--- src/common/pulse_div_pkg.sv ---
// Package with register map, field layouts and constants of the pulse divider output.
package pulse_div_pkg;
	localparam logic [7:0] ADDR_ZERO_ANGLE = 8'h07;
	localparam logic [7:0] ADDR_POLE_PAIRS = 8'h08;
	localparam logic [7:0] ADDR_SOURCE_SEL = 8'h09;
	localparam logic [7:0] ADDR_PHASE_ORDER = 8'h06;
	localparam logic [7:0] ADDR_DIV_COUNT = 8'h12;
	localparam logic [7:0] ADDR_INDEX_POL = 8'h2a;
	localparam logic [7:0] ADDR_REV_COUNTS = 8'h20;
	localparam logic [7:0] ADDR_FIXED_STEP = 8'h21;
	localparam logic [31:0] RST_ZERO_ANGLE = 32'h0000_5ff7;
	localparam logic [31:0] RST_POLE_PAIRS = 32'h0000_0001;
	localparam logic [1:0] RST_SOURCE_SEL = 2'h0;
	localparam logic RST_PHASE_ORDER = 1'b0;
	localparam logic [31:0] RST_DIV_COUNT = 32'h0000_09c4;
	localparam logic RST_INDEX_POL = 1'b1;
	localparam logic [31:0] RST_REV_COUNTS = 32'h0002_0000;
	localparam logic [31:0] RST_FIXED_STEP = 32'h0000_0100;
	localparam int CLOCK_HZ = 10_000_000;
	localparam int FIXED_PERIOD_NS = 10_000;
	localparam int FIXED_CYCLES = FIXED_PERIOD_NS / (1_000_000_000 / CLOCK_HZ);
	localparam int MAX_RATE_NS = 1_000;
	localparam int MIN_EDGE_CYCLES = (MAX_RATE_NS / 4 + 99) / 100;

	typedef enum logic [1:0] {
		SRC_ENCODER = 2'b00,
		SRC_COMMAND = 2'b01,
		SRC_FIXED = 2'b10,
		SRC_VIRTUAL = 2'b11
	} source_t;

	typedef struct packed {
		logic [7:0] addr;
		logic [31:0] wdata;
		logic write;
		logic read;
	} bus_req_t;

	typedef struct packed {
		logic quadA;
		logic quadB;
		logic index;
	} quad_out_t;
endpackage

--- src/rtl/phase_accum.sv ---
// Position-to-quarter-step divider: scales source counts to output steps.
`timescale 1ns/100ps
module phase_accum
	import pulse_div_pkg::*;
#(
	parameter int WIDTH = 32
) (
	input wire logic clock,
	input wire logic rst_n,
	input wire logic [WIDTH-1:0] divCount,
	input wire logic [WIDTH-1:0] revCounts,
	input wire logic countUp,
	input wire logic countDown,
	input wire logic clear,
	output logic stepUp,
	output logic stepDown
);
	logic [WIDTH+1:0] acc;
	logic [WIDTH+1:0] quarters;
	logic [WIDTH+1:0] sum;
	logic [WIDTH+1:0] diff;

	// Four output edges per divided pulse, so the output resolution is four times the count.
	assign quarters = {divCount, 2'b00};
	assign sum = acc + quarters;
	assign diff = acc - quarters;

	always_ff @(posedge clock or negedge rst_n) begin
		if (!rst_n) begin
			acc <= '0;
			stepUp <= 1'b0;
			stepDown <= 1'b0;
		end else if (clear) begin
			acc <= '0;
			stepUp <= 1'b0;
			stepDown <= 1'b0;
		end else begin
			stepUp <= 1'b0;
			stepDown <= 1'b0;
			if (countUp && !countDown) begin
				if (sum >= {2'b00, revCounts}) begin
					acc <= sum - {2'b00, revCounts};
					stepUp <= 1'b1;
				end else begin
					acc <= sum;
				end
			end else if (countDown && !countUp) begin
				if (acc < quarters) begin
					acc <= diff + {2'b00, revCounts};
					stepDown <= 1'b1;
				end else begin
					acc <= diff;
				end
			end
		end
	end
endmodule

--- src/rtl/quad_encoder.sv ---
// Quadrature state generator driven by single step pulses.
`timescale 1ns/100ps
module quad_encoder
	import pulse_div_pkg::*;
(
	input wire logic clock,
	input wire logic rst_n,
	input wire logic stepUp,
	input wire logic stepDown,
	input wire logic swap,
	output logic quadA,
	output logic quadB,
	output logic [1:0] phase
);
	// With swap low, phases 0 to 3 give A,B of 00,10,11,01, so A leads B counting up; swap exchanges A and B.
	always_ff @(posedge clock or negedge rst_n) begin
		if (!rst_n) begin
			phase <= 2'h0;
		end else if (stepUp && !stepDown) begin
			phase <= phase + 2'h1;
		end else if (stepDown && !stepUp) begin
			phase <= phase - 2'h1;
		end
	end

	always_ff @(posedge clock or negedge rst_n) begin
		if (!rst_n) begin
			quadA <= 1'b0;
			quadB <= 1'b0;
		end else begin
			quadA <= swap ? phase[1] : (phase[1] ^ phase[0]);
			quadB <= swap ? (phase[1] ^ phase[0]) : phase[1];
		end
	end
endmodule

--- src/rtl/encoder_pulse_divider_output.sv ---
// Top of the quadrature pulse divider output with source select and index pulse.
//
// Decided for this implementation: strobed register access.
`timescale 1ns/100ps
module encoder_pulse_divider_output
	import pulse_div_pkg::*;
#(
	parameter int WIDTH = 32,
	parameter int FIXED_DIV = FIXED_CYCLES
) (
	input wire logic clock,
	input wire logic rst_n,
	input wire logic [7:0] addr,
	input wire logic [31:0] wdata,
	input wire logic write,
	input wire logic read,
	output logic [31:0] rdata,
	input wire logic encUp,
	input wire logic encDown,
	input wire logic [WIDTH-1:0] encAngle,
	input wire logic cmdA,
	input wire logic cmdB,
	input wire logic cmdZ,
	input wire logic virtUp,
	input wire logic virtDown,
	input wire logic virtZero,
	output logic quadADiffOut,
	output logic quadBDiffOut,
	output logic indexDiffOut,
	output logic indexOpenCollectorOut
);
	bus_req_t req;
	quad_out_t outs;
	logic [31:0] polePairs;
	source_t source;
	logic phaseOrder;
	logic [WIDTH-1:0] divCount;
	logic [WIDTH-1:0] revCounts;
	logic [WIDTH-1:0] fixedStep;
	logic indexPolarity;
	logic [31:0] zeroAngle;
	logic [15:0] fixedTimer;
	logic fixedTick;
	logic [WIDTH-1:0] fixedPos;
	logic srcUp;
	logic srcDown;
	logic srcZero;
	logic stepUp;
	logic stepDown;
	logic divA;
	logic divB;
	logic [1:0] divPhase;
	logic cmdAq;
	logic cmdBq;
	logic cmdZq;
	logic [15:0] edgeTimer;
	logic [15:0] edgeWidth;
	logic [15:0] indexTimer;
	logic indexActive;
	logic zeroPending;
	logic anyStep;

	assign req = '{addr: addr, wdata: wdata, write: write, read: read};

	function automatic logic [31:0] regValue(input logic [7:0] a);
		case (a)
			ADDR_ZERO_ANGLE: regValue = zeroAngle;
			ADDR_POLE_PAIRS: regValue = polePairs;
			ADDR_SOURCE_SEL: regValue = {30'h0, source};
			ADDR_PHASE_ORDER: regValue = {31'h0, phaseOrder};
			ADDR_DIV_COUNT: regValue = 32'(divCount);
			ADDR_INDEX_POL: regValue = {31'h0, indexPolarity};
			ADDR_REV_COUNTS: regValue = 32'(revCounts);
			ADDR_FIXED_STEP: regValue = 32'(fixedStep);
			default: regValue = 32'h0000_0000;
		endcase
	endfunction

	always_ff @(posedge clock or negedge rst_n) begin
		if (!rst_n) begin
			polePairs <= RST_POLE_PAIRS;
			source <= SRC_ENCODER;
			phaseOrder <= RST_PHASE_ORDER;
			divCount <= WIDTH'(RST_DIV_COUNT);
			indexPolarity <= RST_INDEX_POL;
			revCounts <= WIDTH'(RST_REV_COUNTS);
			fixedStep <= WIDTH'(RST_FIXED_STEP);
		end else if (req.write) begin
			case (req.addr)
				ADDR_POLE_PAIRS: polePairs <= req.wdata;
				ADDR_SOURCE_SEL: source <= source_t'(req.wdata[1:0]);
				ADDR_PHASE_ORDER: phaseOrder <= req.wdata[0];
				ADDR_DIV_COUNT: divCount <= WIDTH'(req.wdata);
				ADDR_INDEX_POL: indexPolarity <= req.wdata[0];
				ADDR_REV_COUNTS: revCounts <= WIDTH'(req.wdata);
				ADDR_FIXED_STEP: fixedStep <= WIDTH'(req.wdata);
				default: polePairs <= polePairs;
			endcase
		end
	end

	// The angle is read-only; it tracks the encoder's position within a turn.
	always_ff @(posedge clock or negedge rst_n) begin
		if (!rst_n) begin
			zeroAngle <= RST_ZERO_ANGLE;
		end else begin
			zeroAngle <= 32'(encAngle);
		end
	end

	always_ff @(posedge clock or negedge rst_n) begin
		if (!rst_n) begin
			rdata <= 32'h0000_0000;
		end else if (req.read) begin
			rdata <= regValue(req.addr);
		end else begin
			rdata <= 32'h0000_0000;
		end
	end

	// Internal test source: a fixed stream of forward counts.
	always_ff @(posedge clock or negedge rst_n) begin
		if (!rst_n) begin
			fixedTimer <= 16'h0000;
			fixedTick <= 1'b0;
			fixedPos <= '0;
		end else begin
			fixedTick <= 1'b0;
			if (fixedTimer >= 16'(FIXED_DIV - 1)) begin
				fixedTimer <= 16'h0000;
				fixedTick <= 1'b1;
				if (fixedPos + fixedStep >= revCounts) begin
					fixedPos <= fixedPos + fixedStep - revCounts;
				end else begin
					fixedPos <= fixedPos + fixedStep;
				end
			end else begin
				fixedTimer <= fixedTimer + 16'h0001;
			end
		end
	end

	always_comb begin
		srcUp = 1'b0;
		srcDown = 1'b0;
		srcZero = 1'b0;
		case (source)
			SRC_ENCODER: begin
				srcUp = encUp;
				srcDown = encDown;
				srcZero = (encAngle == '0) && (encUp || encDown);
			end
			SRC_FIXED: begin
				srcUp = fixedTick;
				srcZero = fixedTick && (fixedPos == '0);
			end
			SRC_VIRTUAL: begin
				srcUp = virtUp;
				srcDown = virtDown;
				srcZero = virtZero;
			end
			default: begin
				srcUp = 1'b0;
			end
		endcase
	end

	phase_accum #(
		.WIDTH(WIDTH)
	) u_accum (
		.clock(clock),
		.rst_n(rst_n),
		.divCount(divCount),
		.revCounts(revCounts),
		.countUp(srcUp),
		.countDown(srcDown),
		.clear(source == SRC_COMMAND),
		.stepUp(stepUp),
		.stepDown(stepDown)
	);

	quad_encoder u_quad (
		.clock(clock),
		.rst_n(rst_n),
		.stepUp(stepUp),
		.stepDown(stepDown),
		.swap(phaseOrder),
		.quadA(divA),
		.quadB(divB),
		.phase(divPhase)
	);

	// Command inputs reach the outputs two cycles late, so several axes stay in step.
	always_ff @(posedge clock or negedge rst_n) begin
		if (!rst_n) begin
			cmdAq <= 1'b0;
			cmdBq <= 1'b0;
			cmdZq <= 1'b0;
		end else begin
			cmdAq <= phaseOrder ? cmdB : cmdA;
			cmdBq <= phaseOrder ? cmdA : cmdB;
			cmdZq <= cmdZ;
		end
	end

	// Edge spacing is measured, so the pulse width follows the speed.
	assign anyStep = stepUp || stepDown;
	always_ff @(posedge clock or negedge rst_n) begin
		if (!rst_n) begin
			edgeTimer <= 16'h0000;
			edgeWidth <= 16'h0002;
		end else if (anyStep) begin
			edgeTimer <= 16'h0000;
			edgeWidth <= edgeTimer + 16'h0001;
		end else if (edgeTimer != 16'hffff) begin
			edgeTimer <= edgeTimer + 16'h0001;
		end
	end

	// A zero crossing is held until the divided output steps out of its zero phase.
	always_ff @(posedge clock or negedge rst_n) begin
		if (!rst_n) begin
			zeroPending <= 1'b0;
			indexActive <= 1'b0;
			indexTimer <= 16'h0000;
		end else begin
			if (srcZero) begin
				zeroPending <= 1'b1;
			end else if (anyStep && divPhase == 2'h0 && zeroPending) begin
				zeroPending <= 1'b0;
			end
			if (anyStep && divPhase == 2'h0 && zeroPending) begin
				indexActive <= 1'b1;
				indexTimer <= edgeWidth;
			end else if (indexTimer > 16'h0001) begin
				indexTimer <= indexTimer - 16'h0001;
			end else begin
				indexActive <= 1'b0;
				indexTimer <= 16'h0000;
			end
		end
	end

	always_comb begin
		if (source == SRC_COMMAND) begin
			outs = '{quadA: cmdAq, quadB: cmdBq, index: cmdZq};
		end else begin
			outs = '{quadA: divA, quadB: divB, index: indexActive};
		end
	end

	always_ff @(posedge clock or negedge rst_n) begin
		if (!rst_n) begin
			quadADiffOut <= 1'b0;
			quadBDiffOut <= 1'b0;
			indexDiffOut <= RST_INDEX_POL;
			indexOpenCollectorOut <= RST_INDEX_POL;
		end else begin
			quadADiffOut <= outs.quadA;
			quadBDiffOut <= outs.quadB;
			indexDiffOut <= outs.index ^ indexPolarity;
			indexOpenCollectorOut <= outs.index ^ indexPolarity;
		end
	end
endmodule

--- config.mk ---
export PLATFORM = sky130hd
export DESIGN_NAME = encoder_pulse_divider_output
export DESIGN_NICKNAME = d
export VERILOG_FILES = /design/src/common/pulse_div_pkg.sv /design/src/rtl/phase_accum.sv /design/src/rtl/quad_encoder.sv /design/src/rtl/encoder_pulse_divider_output.sv
export SDC_FILE = /design/constraint.sdc
export NUM_CORES = 1
export LEC_CHECK = 0
export ABC_AREA = 0
export BUFFER_PORTS_ARGS = -buffer_cell sky130_fd_sc_hd__buf_2
export CAP_MARGIN = 20
export CORE_UTILIZATION = 58
export CTS_BUF_LIST = sky130_fd_sc_hd__clkbuf_4 sky130_fd_sc_hd__clkbuf_8
export CTS_CLUSTER_DIAMETER = 30
export CTS_CLUSTER_SIZE = 16
export DETAILED_ROUTE_END_ITERATION = 10
export PLACE_DENSITY = 0.79
export SETUP_SLACK_MARGIN = 0.5
export SKIP_LAST_GASP = 1
export SLEW_MARGIN = 0
export SYNTH_ARGS = -nofsm -noshare
export SYNTH_HDL_FRONTEND = slang
export SYNTH_SLANG_ARGS = --single-unit
--- constraint.sdc ---
create_clock -name clock -period 5.3 [get_ports clock]
set_input_delay 1.06 -clock clock [delete_from_list [all_inputs] [get_ports clock]]
set_output_delay 1.06 -clock clock [all_outputs]
set_load 0.01 [all_outputs]
Yosys cells after proc, flatten, opt, wreduce, memory -nomap -nowiden
Cells that the tools add are included.

Register bits after elaboration: 341. Input bits: 84. Output and inout bits: 36. Logic and storage cells: 124.

Add/subtract/negate cells: 11. Magnitude comparators: 5. Equality and inequality tests: 13. Multiplexer cells: 35. Bitwise gates (word level): 2. Reduce and logical (&&, ||, !) cells: 29.

Operators with widths (count): $pmux W32 S8 (1); $mux W34 (5); $mux W16 (5); $logic_not A32 Y1 (2); $mux W32 (2); $add A34 B32 Y34 (1); $add A34 B34 Y34 (1); $ge A34 B32 Y1 (1); $lt A34 B34 Y1 (1); $sub A34 B32 Y34 (1); $sub A34 B34 Y34 (1); $add A16 B1 Y16 const B (2); $add A32 B32 Y32 (1); $ge A32 B32 Y1 (1); $sub A32 B32 Y32 (1); $eq A8 B6 Y1 const B (3); $eq A8 B3 Y1 const B (2); $eq A8 B4 Y1 const B (2); $ge A16 B7 Y1 const B (1); $gt A16 B1 Y1 const B (1); $mux W1 (16); $ne A16 B16 Y1 const B (1); $sub A16 B1 Y16 const B (1); $reduce_and A2 Y1 (7); other kinds (17) (35).

Longest topological paths before layout
Depth after elaboration: 7. Gate-level depth with buffers: 24. Depth with buffers taken out: 22.

Hierarchy
Synthesis repeated with hierarchy kept, for this count alone.

Cells, all modules: 2824. Area total of the unflattened synthesis: 25171.6 um^2.

Modules (own cells, without submodules): encoder_pulse_divider_output (times used 1, cells an instance 1566, area each 15812.7 um^2, seq. area each 7562.3 um^2); phase_accum (times used 1, cells an instance 1244, area each 9185.1 um^2, seq. area each 900.9 um^2); quad_encoder (times used 1, cells an instance 14, area each 173.9 um^2, seq. area each 100.1 um^2).

Least setup slack after synthesis
OpenSTA, ideal clock, no wires.

Path kind: register -> register. Start: register divCount[7]. End: register u_accum.acc[28]. Setup time: 0.126 ns. Arrival time: 5.203 ns. Required time: 5.174 ns. Slack: -0.029 ns. Cell stages (with the launch flop): 23. Buffers on the path: 3. Period minus slack after synthesis: 5.329 ns. Cells stage by stage: dfstp_2 > inv_1 > ha_1 > buf_6 > or2_1 > or4_1 > a211oi_2 > or3_1 > clkbuf_1 > a21oi_1 > o31ai_1 > xnor2_1 > ha_1 > nand2_1 > or4_4 > o311ai_4 > o22ai_2 > o21a_1 > o21a_1 > nand2_2 > buf_6 > mux2_1 > a221o_1.

Cells in the longest elaborated chain, start to end: 6. Elaborated cells on any way between the ends: 11. Those cells by class: 4 x add/sub; 2 x order compare; 5 x mux.

RTL lines: start, declared (line encoder_pulse_divider_output.sv:37) `logic [WIDTH-1:0] divCount;`; start signal, assigned (line encoder_pulse_divider_output.sv:84) `divCount <= WIDTH'(RST_DIV_COUNT);`; start signal, assigned (line encoder_pulse_divider_output.sv:93) `ADDR_DIV_COUNT: divCount <= WIDTH'(req.wdata);`; $sub A34 B34 Y34 (line phase_accum.sv:26) `assign diff = acc - quarters;`; $add A34 B32 Y34 (line phase_accum.sv:49) `acc <= diff + {2'b00, revCounts};`; $mux W34 (line phase_accum.sv:48) `if (acc < quarters) begin`; $mux W34 (line phase_accum.sv:47) `end else if (countDown && !countUp) begin`; $mux W34 (*) (line phase_accum.sv:40) `if (countUp && !countDown) begin`; $mux W34 (*) (line phase_accum.sv:33) `end else if (clear) begin`; end signal, assigned (line phase_accum.sv:42) `acc <= sum - {2'b00, revCounts};`; end signal, assigned (line phase_accum.sv:49); end signal, assigned (line phase_accum.sv:52) `acc <= diff;`; end, declared (line phase_accum.sv:18) `logic [WIDTH+1:0] acc;`.

Mark *: on every way between the ends. The rest lies on a longest branch, timed or not. The select of a mux whose other input is x is not followed. A chain may end at the register's enable or synchronous reset.

Worst setup path after layout
Start: register fixedStep[8]. End: register fixedPos[20].

Cells in the longest elaborated chain, start to end: 3. Elaborated cells on any way between the ends: 4. Those cells by class: 2 x add/sub; 1 x order compare; 1 x mux.

RTL lines: start, declared (line encoder_pulse_divider_output.sv:39) `logic [WIDTH-1:0] fixedStep;`; start signal, assigned (line encoder_pulse_divider_output.sv:87) `fixedStep <= WIDTH'(RST_FIXED_STEP);`; start signal, assigned (line encoder_pulse_divider_output.sv:96) `ADDR_FIXED_STEP: fixedStep <= WIDTH'(req.wdata);`; $add A32 B32 Y32 (*) (line encoder_pulse_divider_output.sv:132, encoder_pulse_divider_output.sv:133, encoder_pulse_divider_output.sv:135); $sub A32 B32 Y32 or $ge A32 B32 Y1 (tied branches) (line encoder_pulse_divider_output.sv:133, encoder_pulse_divider_output.sv:132); $mux W32 (*) (line encoder_pulse_divider_output.sv:132) `if (fixedPos + fixedStep >= revCounts) begin`; end signal, assigned (line encoder_pulse_divider_output.sv:133) `fixedPos <= fixedPos + fixedStep - revCounts;`; end signal, assigned (line encoder_pulse_divider_output.sv:135) `fixedPos <= fixedPos + fixedStep;`; end, declared (line encoder_pulse_divider_output.sv:44) `logic [WIDTH-1:0] fixedPos;`.

Mark *: on every way between the ends. The rest lies on a longest branch, timed or not.

==> results.sh <==
export IMPL_design_area_um2=31160
export IMPL_fin_ws_ns=-0.07245
export IMPL_path_class="reg2reg"
export IMPL_powerDensity_nw_per_um2=609.3
export IMPL_drc=0
export IMPL_die_y_um=208.8
export IMPL_ys_flop_type="dfrtp_1"
export IMPL_yosysUniqueCellTypes=93
export IMPL_drive_gt1_share_pct=28.44
export IMPL_grt_pass1_vias=23430
export IMPL_drv_slew=0
export IMPL_gp_congestion=1.047
export IMPL_cp_end_kind="register"
export IMPL_outcome="complete, but fails checks"
export IMPL_io_pin_count=120
export IMPL_nFillCells=3104
export IMPL_setup_tns_ns=-0.7333
export IMPL_vias=24100
export IMPL_cp_max_fo=6
export IMPL_preCtsSetupSlack_ns=-0.4951
export IMPL_reg2reg_depth=22
export IMPL_cts_tree="done"
export IMPL_wl_per_cell_um=23.71
export IMPL_yosys_warnings=0
export IMPL_ys_seq_elements=341
export IMPL_syn_instance_count=2803
export IMPL_grt_pass1_wl_mm=134.7
export IMPL_rows=75
export IMPL_dp_final_hpwl_mm=64.67
export IMPL_firstDrtPassIters=8
export IMPL_grt_max_degree=108
export IMPL_io_buffers=119
export IMPL_startpoint="fixedStep[8]$_DFFE_PN1P_"
export IMPL_htreeDepth=3
export IMPL_rsz0062_at_grt="yes"
export IMPL_clock_sinks=341
export IMPL_clockBufferDepth=3
export IMPL_hold_path_class="in2async"
export IMPL_fmax_mhz=186.1
export IMPL_rr_endpoint="fixedPos[20]$_DFFE_PN0N_"
export IMPL_wirelength_mm=88.53
export IMPL_area_growth_pct=25.58
export IMPL_syn_area_per_cell_um2=8.853
export IMPL_die_area_um2=43610
export IMPL_layoutNonFillerInstCount=3734
export IMPL_core_area_um2=42040
export IMPL_cts_hold_buf=0
export IMPL_crit_arrival_ns=5.96
export IMPL_cts_buffers_inserted=75
export IMPL_cap_violations=0
export IMPL_peakVddDrop_v=0.0003331
export IMPL_gr_usage_all_layers_pct=40.27
export IMPL_synth_area_top_cells="dfrtp_1, ha_1, mux2_2, a21oi_1, xnor2_1"
export IMPL_drt_first_iter_violations=2362
export IMPL_clock_latency_ns=0.68
export IMPL_synth_edf_count=0
export IMPL_yosysTopAreaCell="dfrtp_1"
export IMPL_skew_ns=0.03668
export IMPL_nNetsFinal=3426
export IMPL_post_synth_top_count_cell="dfrtp_1"
export IMPL_dp_cells=3518
export IMPL_start_util_pct=59.02
export IMPL_drt_vias_per_instance=6.454
export IMPL_async_flop_share_pct=100.0
export IMPL_overflow=0
export IMPL_tightest_slew_ns=0.9904
export IMPL_required_ns=5.89
export IMPL_synth_commonest_cells="dfrtp_1, nand2_1, a21oi_1"
export IMPL_place_area_um2=27070
export IMPL_die_x_um=208.8
export IMPL_synth_cell_area_um2=24810
export IMPL_finalSetupViolations=22
export IMPL_startpoint_type="register"
export IMPL_slew_headroom_pct=33.36
export IMPL_antenna_found_initial=4
export IMPL_ys_seq_area_share_pct=34.51
export IMPL_r2r_start="fixedStep[8]$_DFFE_PN1P_"
export IMPL_clk_pin_slew_ns=0.07
export IMPL_r2r_slack_ns=-0.07
export IMPL_final_min_clock_period_ns=5.372
export IMPL_violations="setup timing"
export IMPL_synth_top_area_share_pct=31.97
export IMPL_post_route_period_util_pct=101.4
export IMPL_leakagePower_nw=14.35
export IMPL_ant_nets=0
export IMPL_root_buffer="clkbuf_8"
export IMPL_hold_violations=0
report_power, final:
part           leakage, nW  total (mW)  switching [mW]  internal (mW)
sequential            4.24        3.54           0.469           3.08
combinational         9.20        12.0            6.87           5.10
clock                0.902        3.47            1.38           2.09
final cells by class:
| class | instances | area, um^2 | area share (%) |
|---|---|---|---|
| antenna | 2 | 5.005 | 0.01606 |
| clock buffer | 98 | 1267 | 4.067 |
| sequential | 341 | 8573 | 27.51 |
| clock inverter | 39 | 530.5 | 1.702 |
| timing repair buffer | 370 | 2836 | 9.102 |
| tap | 539 | 674.4 | 2.164 |
| inverter | 157 | 589.3 | 1.891 |
| multi-input combinational | 2188 | 16690 | 53.55 |
critical path, cell delays in order, from the launching register on:
cell	delay [ns]
dfstp_2	0.60
ha_4	0.18
nand4_1	0.18
or4_4	0.48
o21ai_4	0.20
a221oi_4	0.10
buf_4	0.15
or4_4	0.56
nand2_4	0.10
nor2_4	0.04
xnor2_2	0.16
ha_1	0.31
nand4_1	0.16
buf_4	0.20
nand4b_1	0.24
nor3_4	0.31
nor3b_2	0.09
buf_4	0.15
a221o_4	0.53
clkbuf_16	0.21
o21ai_0	0.16
a21oi_1	0.06
nor2_1	0.09
state kept, by name, indices dropped and copies added (netlist names), 2 cells and up:
name and cells:
u_accum.acc 34, divCount 32, fixedPos 32, fixedStep 32, polePairs 32, rdata 32, revCounts 32, zeroAngle 32
edgeTimer 16, edgeWidth 16, fixedTimer 16, indexTimer 16, source 2, u_quad.phase 2
per-layer routing:
metal,track usage [%],part of all wire (%),vias to the layer above
met5,0,0.068,-
li1,-,-,10900
met1,55.65,42,11680
met4,18.15,5.1,4
met3,8.927,10,254
met2,60.46,43,1261
layout by cell type, fill, tap and decap left out, types with 15 or more instances in the layout:
master	Yosys	layout
nand2b_1	17	15
o21bai_1	28	26
dfrtp_1	317	309
clkbuf_8	0	85
a31oi_1	28	23
nor2_1	207	188
nor4_1	28	27
a21o_1	58	58
xnor2_1	139	130
o21a_1	33	32
dfstp_2	24	24
or3_1	22	18
xor2_1	53	53
nand4_1	24	24
a222oi_1	31	31
buf_4	2	212
o31ai_1	31	23
buf_6	3	21
nor3_1	59	51
o21ai_1	15	20
mux2i_1	20	17
a211oi_1	38	22
inv_1	152	149
nand3_1	45	40
a21oi_2	1	31
a21oi_1	251	210
mux2_2	118	118
buf_2	8	118
nand2_1	272	265
ha_1	203	179
nor2b_1	23	20
o211ai_1	20	20
ha_4	0	17
and2_1	17	15
o21ai_0	171	157
and3_1	28	23
what timing repair did:
action / CTS / global route
resized for setup: 185 / 132
cloned: 9 / 2
buffers inserted: 50 / 16
endpoints found under the setup margin: 67 / 67
pin swaps: 113 / 82
through the flow:
| step | hold slack [ns] | total power, mW | util (%) |
|---|---|---|---|
| global route | 0.4828 | 20.14 | 74.12 |
| finish | 0.4230 | 18.99 | 74.13 |
| floorplan | 0.4251 | 10.70 | - |
| CTS | 0.4633 | 18.15 | 72.18 |
| detailed placement | 0.4554 | 13.77 | 64.40 |
| global placement | 0.4393 | 13.59 | 64.40 |
worst max-delay path by stage:
stage / to / cells after the start
final: fixedPos[20]$_DFFE_PN0N_ / 22
after global routing: fixedPos[27]$_DFFE_PN0N_ / 21
after CTS: fixedPos[9]$_DFFE_PN0N_ / 21
after detailed placement: fixedPos[3]$_DFFE_PN0N_ / 19
after global placement: fixedPos[11]$_DFFE_PN0N_ / 19
after floorplan: u_accum.acc[20]$_DFFE_PN0P_ / 23
cell families (layout without fill, tap and decap cells):
kind of cell / count (synthesis) / after routing / share of synthesized area [%]
other: 1 / 11 / 0.01511
buffers and inverters: 285 / 664 / 4.473
AO/OA/AOI/OAI: 835 / 836 / 21.94
AND/OR/NAND/NOR: 797 / 799 / 15.16
adder cells (fa/ha/maj): 209 / 209 / 10.72
XOR/XNOR: 192 / 192 / 6.777
multiplexers: 143 / 143 / 6.399
flip-flops: 341 / 341 / 34.51
No activity file was read; power rests on OpenSTA's default activity.
